## src/design/dacc_pkg.sv

```systemverilog
// dacc_pkg: register map, field positions and reset values of the converter code block
// assumes a byte-wide register port addressed by data-memory address
package dacc_pkg;
   localparam int unsigned ADDR_W          = 8;
   localparam int unsigned DATA_W          = 8;
   localparam int unsigned CODE_W          = 9;
   localparam logic [7:0]  DAC_CONTROL_ADDR   = 8'h74;
   localparam logic [7:0]  DAC_CODE_HIGH_ADDR = 8'h75;
   localparam logic [7:0]  DAC_CODE_LOW_ADDR  = 8'h76;
   localparam int unsigned ENABLE_BIT      = 0;
   localparam int unsigned LOW_CODE_BIT    = 7;
   localparam logic [7:0]  CONTROL_RESET   = 8'h00;
   localparam logic [7:0]  CODE_RESET      = 8'h00;
   localparam logic [7:0]  CONTROL_MASK    = 8'h01;
   localparam logic [7:0]  CODE_LOW_MASK   = 8'h80;
   localparam logic [7:0]  UNMAPPED_DATA   = 8'h00;
endpackage : dacc_pkg

```

## src/design/dacc_code_control.sv

```systemverilog
// dacc_code_control: register front end that feeds a 9-bit code to an r-2r array
// assumes one clock, synchronous active-low reset, and a single-cycle strobe port
// register map
//   74h  dac_control    bit 0 is converter_enable_bit, other bits read zero
//   75h  dac_code_high  code bits 8 down to 1
//   76h  dac_code_low   bit 7 is code bit 0, other bits read zero
//
// integration notes
// the block sits on the data-memory bus of the cpu; only three byte
// addresses are claimed, everything else reads back as zero.
// the r-2r array itself is analog and lives outside this module; it
// sees array_code and analog_output_pin_enable, both from flip-flops so
// the ladder switches never see decode glitches.
// the array is held at code zero while disabled; this costs nothing in
// software and keeps the ladder from sourcing current when parked.
// software must still clear the enable bit before stop or idle.
//
// hazards and limits
// a code change moves one register at a time, so a two-byte update shows
// an intermediate code on the ladder until the second write reaches it; software that cares
// should disable the converter around the update.
// clock enable low freezes the ladder code as well as the registers.
// reads have no side effects, so polling the code registers is harmless.
`timescale 1ns/1ps
`default_nettype none
module dacc_code_control
   import dacc_pkg::*;
(
   input  wire logic                        sys_clk,
   input  wire logic                        reset_n,
   input  wire logic                        clk_en,
   input  wire logic [dacc_pkg::ADDR_W-1:0] reg_addr,
   input  wire logic [dacc_pkg::DATA_W-1:0] reg_wdata,
   input  wire logic                        reg_write,
   input  wire logic                        reg_read,
   output logic      [dacc_pkg::DATA_W-1:0] reg_rdata,
   output logic      [dacc_pkg::CODE_W-1:0] array_code,
   output logic                             analog_output_pin_enable
);
   import dacc_pkg::*;

   logic [DATA_W-1:0] control_reg, control_next;
   logic [DATA_W-1:0] code_high_reg, code_high_next;
   logic [DATA_W-1:0] code_low_reg, code_low_next;
   logic [DATA_W-1:0] rdata_reg, rdata_next;
   logic [CODE_W-1:0] array_reg, array_next;
   logic              drive_reg, drive_next;
   logic [CODE_W-1:0] code_now;
   logic              hit_control, hit_high, hit_low, hit_any;
   logic              write_taken, read_taken;
   logic [CODE_W-1:0] gated_code;

   // address decode used only by the checks; the write and read paths decode reg_addr in their own case statements
   assign hit_control = reg_addr == DAC_CONTROL_ADDR;
   assign hit_high    = reg_addr == DAC_CODE_HIGH_ADDR;
   assign hit_low     = reg_addr == DAC_CODE_LOW_ADDR;
   assign hit_any     = hit_control || hit_high || hit_low;

   // a strobe only counts when the clock enable lets the registers move
   assign write_taken = reg_write && clk_en;
   assign read_taken  = reg_read && clk_en;

   // refuse package values that the bit packing below cannot serve
   if (CODE_W != DATA_W + 1) begin : g_bad_code_width
      $error("code width must be one more than the register width");
   end
   if (LOW_CODE_BIT >= DATA_W) begin : g_bad_low_bit
      $error("low code bit lies outside the low register");
   end
   if (ENABLE_BIT >= DATA_W) begin : g_bad_enable_bit
      $error("enable bit lies outside the control register");
   end

   // code as the array sees it; low register contributes only its top bit
   assign code_now = {code_high_reg, code_low_reg[LOW_CODE_BIT]};

   // per-bit gate between the registers and the ladder; each switch of the
   // array sees its own bit forced low while the converter is disabled
   for (genvar b = 0; b < CODE_W; b++) begin : g_code_gate
      assign gated_code[b] = code_now[b] & control_reg[ENABLE_BIT];

   end

   // register writes; unused bits are not stored so they read back as zero
   always_comb begin
      control_next   = control_reg;
      code_high_next = code_high_reg;
      code_low_next  = code_low_reg;
      if (reg_write) begin
         case (reg_addr)
            DAC_CONTROL_ADDR:   control_next   = reg_wdata & CONTROL_MASK;
            DAC_CODE_HIGH_ADDR: code_high_next = reg_wdata;
            DAC_CODE_LOW_ADDR:  code_low_next  = reg_wdata & CODE_LOW_MASK;
            default:            control_next   = control_reg;
         endcase
      end
   end

   // read data one cycle after the strobe; unmapped addresses read zero
   always_comb begin
      rdata_next = UNMAPPED_DATA;
      if (reg_read) begin
         case (reg_addr)
            DAC_CONTROL_ADDR:   rdata_next = control_reg;
            DAC_CODE_HIGH_ADDR: rdata_next = code_high_reg;
            DAC_CODE_LOW_ADDR:  rdata_next = code_low_reg;
            default:            rdata_next = UNMAPPED_DATA;
         endcase
      end
   end

   // array code follows the registers one cycle later; zero while disabled
   // so the r-2r ladder sinks no current when software turns it off
   always_comb begin
      drive_next = control_reg[ENABLE_BIT];
      array_next = gated_code;
   end

   // state registers, frozen while the clock enable is low
   always_ff @(posedge sys_clk) begin
      if (!reset_n) begin
         control_reg   <= CONTROL_RESET;
         code_high_reg <= CODE_RESET;
         code_low_reg  <= CODE_RESET;
         rdata_reg     <= UNMAPPED_DATA;
         array_reg     <= '0;
         drive_reg     <= 1'b0;
      end else if (clk_en) begin
         control_reg   <= control_next;
         code_high_reg <= code_high_next;
         code_low_reg  <= code_low_next;
         rdata_reg     <= rdata_next;
         array_reg     <= array_next;
         drive_reg     <= drive_next;
      end
   end

   assign reg_rdata                = rdata_reg;
   assign array_code               = array_reg;
   assign analog_output_pin_enable = drive_reg;
endmodule : dacc_code_control
`default_nettype wire

```

## config.mk

```make
export PLATFORM = sky130hd
export DESIGN_NAME = dacc_code_control
export DESIGN_NICKNAME = d
export VERILOG_FILES = /design/src/design/dacc_pkg.sv /design/src/design/dacc_code_control.sv
export SDC_FILE = /design/constraint.sdc
export NUM_CORES = 1
export LEC_CHECK = 0
export BUFFER_PORTS_ARGS = -buffer_cell sky130_fd_sc_hd__buf_4
export CAP_MARGIN = 0
export CORE_ASPECT_RATIO = 1.5
export CORE_MARGIN = 1.5
export CORE_UTILIZATION = 45
export DETAILED_ROUTE_END_ITERATION = 10
export PLACE_DENSITY = 0.8
export SLEW_MARGIN = 30
export SYNTH_ARGS = -nofsm -noshare
export SYNTH_HDL_FRONTEND = slang
export SYNTH_SLANG_ARGS = --single-unit
```

## constraint.sdc

```tcl
create_clock -name sys_clk -period 3.5 [get_ports sys_clk]
set_clock_uncertainty 0.1 [all_clocks]
set_input_delay 0.175 -clock sys_clk [delete_from_list [all_inputs] [get_ports sys_clk]]
set_output_delay 0.175 -clock sys_clk [all_outputs]
set_load 0.02 [all_outputs]
```

==> impl_metrics.json <==
{
  "status": "completed",
  "seq_power_share_pct": 60.4,
  "yosysSeqAreaShare_pct": 44.6,
  "clock_latency_ps": 260,
  "fp.dieW_um": 46.2,
  "cpMaxStageDelayCell": "nor4_4",
  "powerDensity_nw_per_um2": 332,
  "grt_antenna_before_repair": 0,
  "peakVddDrop_mv": 0.222,
  "setup_tns_ps": 0,
  "internal-power_mw": 0.416,
  "critPathCaptureType": "register",
  "fin_nets": 193,
  "cts_tree": "built",
  "pwr-share-clk_pct": 31.6,
  "root_buffer": "clkbuf_8",
  "synth-warning-count": 0,
  "p_leak_nw": 0.607,
  "worstSetupPathType": "input port to register",
  "largest_reg_flops": 9,
  "arrival_ps": 1710,
  "crit_required_ps": 3590,
  "slew_headroom_pct": 55.5,
  "via_per_inst": 5.02,
  "num_antenna_cells": 0,
  "fill_cells": 251,
  "p_sw_share_pct": 21.1,
  "syn_inst": 140,
  "ys_ff_latch": 28,
  "dr.pass1.iters": 4,
  "ys_types": 22,
  "grt-ovfl-total": 0,
  "gp_routability_congestion": 0.734,
  "grt_pass1_wl_mm": 4.19,
  "syn_to_final_growth_pct": 26.2,
  "syn-num-nets": 161,
  "synth_area_per_cell_sq_um": 8.98,
  "hpwl_mm": 1.83,
  "finalHoldViolCount": 0,
  "wl_per_cell_um": 12.0,
  "cp_cell_sequence": "buf_4, nand3_1, nor4_4, mux2i_1",
  "dp_slack_ps": 1580,
  "hold_buffers": 0,
  "slowest_delay_ps": 700,
  "finalPower_mw": 0.527,
  "clock_path_buffers": 2,
  "ant_nets": 0,
  "fp-row-count": 23,
  "vias": 1039,
  "cts_buffers": 3,
  "maxSlewViolCount": 0,
  "combPwrFrac_pct": 8.1,
  "drc_errors": 0,
  "initial_core_util_pct": 47.0,
  "grt_pass1_vias": 997,
  "start_kind": "input port",
  "post_cts_resized": 0,
  "max_freq_mhz": 617,
  "period_needed_ps": 1620,
  "clkSinkCount": 28,
  "rsz0062_at_grt": "no",
  "power_switching_mw": 0.111,
  "port_buffers": 38,
  "track_usage_pct": 18.0,
  "crit_path_max_fanout": 20,
  "path_clk_slew_ps": 90,
  "dieArea_sq_um": 3130,
  "setup_viol": 0,
  "max_cap_viol_count": 0,
  "setup_slack_ps": 1880,
  "h-tree-depth": 1,
  "coreArea_sq_um": 2680,
  "hold_path.class": "input port to register",
  "tightest_slew_ps": 662,
  "grt_max_degree": 37,
  "totalWireLength_mm": 2.48,
  "fin_crit_sh_pct": 46.3,
  "die_h_um": 67.7,
  "synth_area_sq_um": 1260,
  "post-cts-setup-buffer-count": 0,
  "layout-drive-gt1-share_pct": 25.3,
  "ioPinCount": 39,
  "first_iter_violations": 40
}
-- critical path: cells and delay by family --
family	cells	cell delay, ps
simple gates	2	1070
mux	1	260
buf+inv	1	200
-- per-layer routing --
| layer | up-vias | GRT usage (%) | part of all wire, % |
|---|---|---|---|
| li1 | 537 | - | - |
| met4 | 0 | 6.43 | 0.81 |
| met5 | - | 0 | 0 |
| met3 | 2 | 3.48 | 3.3 |
| met2 | 22 | 32.5 | 56 |
| met1 | 478 | 19.9 | 40 |
-- through the flow --
step | hold slack [ps] | utilization [%] | instance area (sq um) | instances
2_1_floorplan | 217 | - | 1260 | 140
3_3_place_gp | 341 | 57.7 | 1550 | 204
3_5_place_dp | 347 | 57.7 | 1550 | 204
4_1_cts | 55.9 | 59.3 | 1590 | 207
5_1_grt | 74.4 | 59.3 | 1590 | 207
6_report | 64.0 | 59.3 | 1590 | 207
-- final timing paths --
check,from,end,slack [ps],depth (start not counted)
max,clk_en,code_high_reg[4],1880,4
min,reg_wdata[1],code_high_reg[1],60,3
max reg2reg,code_low_reg[7],reg_rdata[7],2330,3
min reg2reg,control_reg[0],control_reg[0],380,2
-- Yosys cell counts (all sizes together) --
master / n / area share, %
nand2: 23 / 6.9
nand3b: 3 / 1.8
a21oi: 9 / 3.6
nand2b: 2 / 0.99
o311ai: 1 / 0.70
nor2: 1 / 0.30
mux2i: 10 / 8.0
nand4bb: 1 / 2.2
nor2b: 27 / 13
nor4: 8 / 5.2
nor4b: 1 / 0.70
o21a: 9 / 5.4
nand3: 1 / 0.40
buf: 3 / 1.1
clkbuf: 8 / 2.4
o41ai: 1 / 0.70
a2111oi: 1 / 0.70
inv: 2 / 0.60
dfxtp: 28 / 45
and2: 1 / 0.50
-- cells in the final DEF, fill, tap and decap left out --
master	n
o311ai_0	1
nor4_4	1
inv_1	2
nand2_1	23
o21a_1	9
nand4bb_4	1
buf_4	38
nor4b_1	1
dfxtp_1	28
nand3b_1	3
o41ai_1	1
mux2i_1	10
nor4_1	7
clkbuf_8	3
nor2_1	1
nand2b_1	2
nor2b_1	27
nand3_1	1
a2111oi_0	1
and2_1	1
a21oi_1	9
-- cells by family (layout without fill, tap and decap cells) --
| kind of cell | Yosys count | count (layout) | synth area share, % |
|---|---|---|---|
| flip-flops | 28 | 28 | 44.6 |
| AND/OR/NAND/NOR | 68 | 68 | 32.3 |
| buffers and inverters | 13 | 43 | 4.08 |
| AO/OA/AOI/OAI | 21 | 21 | 11.0 |
| multiplexers | 10 | 10 | 7.96 |
-- final cells by class --
class | instances | area [sq um] | share of cell area [%]
Multi-Input combinational cell | 99 | 646 | 40.7
Timing Repair Buffer | 38 | 285 | 18.0
Tap cell | 37 | 46.3 | 2.92
Inverter | 2 | 7.51 | 0.473
Clock buffer | 3 | 41.3 | 2.60
Sequential cell | 28 | 561 | 35.3
-- power by group through the flow --
| stage | Combinational, mW | Clock [mW] | Sequential [mW] |
|---|---|---|---|
| after global placement | 0.0417 | 0 | 0.326 |
| after CTS | 0.0427 | 0.173 | 0.318 |
| final | 0.0425 | 0.166 | 0.318 |
| after floorplan | 0.0217 | 0 | 0.326 |
| after global routing | 0.0466 | 0.183 | 0.318 |
| after detailed placement | 0.0427 | 0 | 0.326 |
Note: power is estimated with default switching activity, not from simulation.
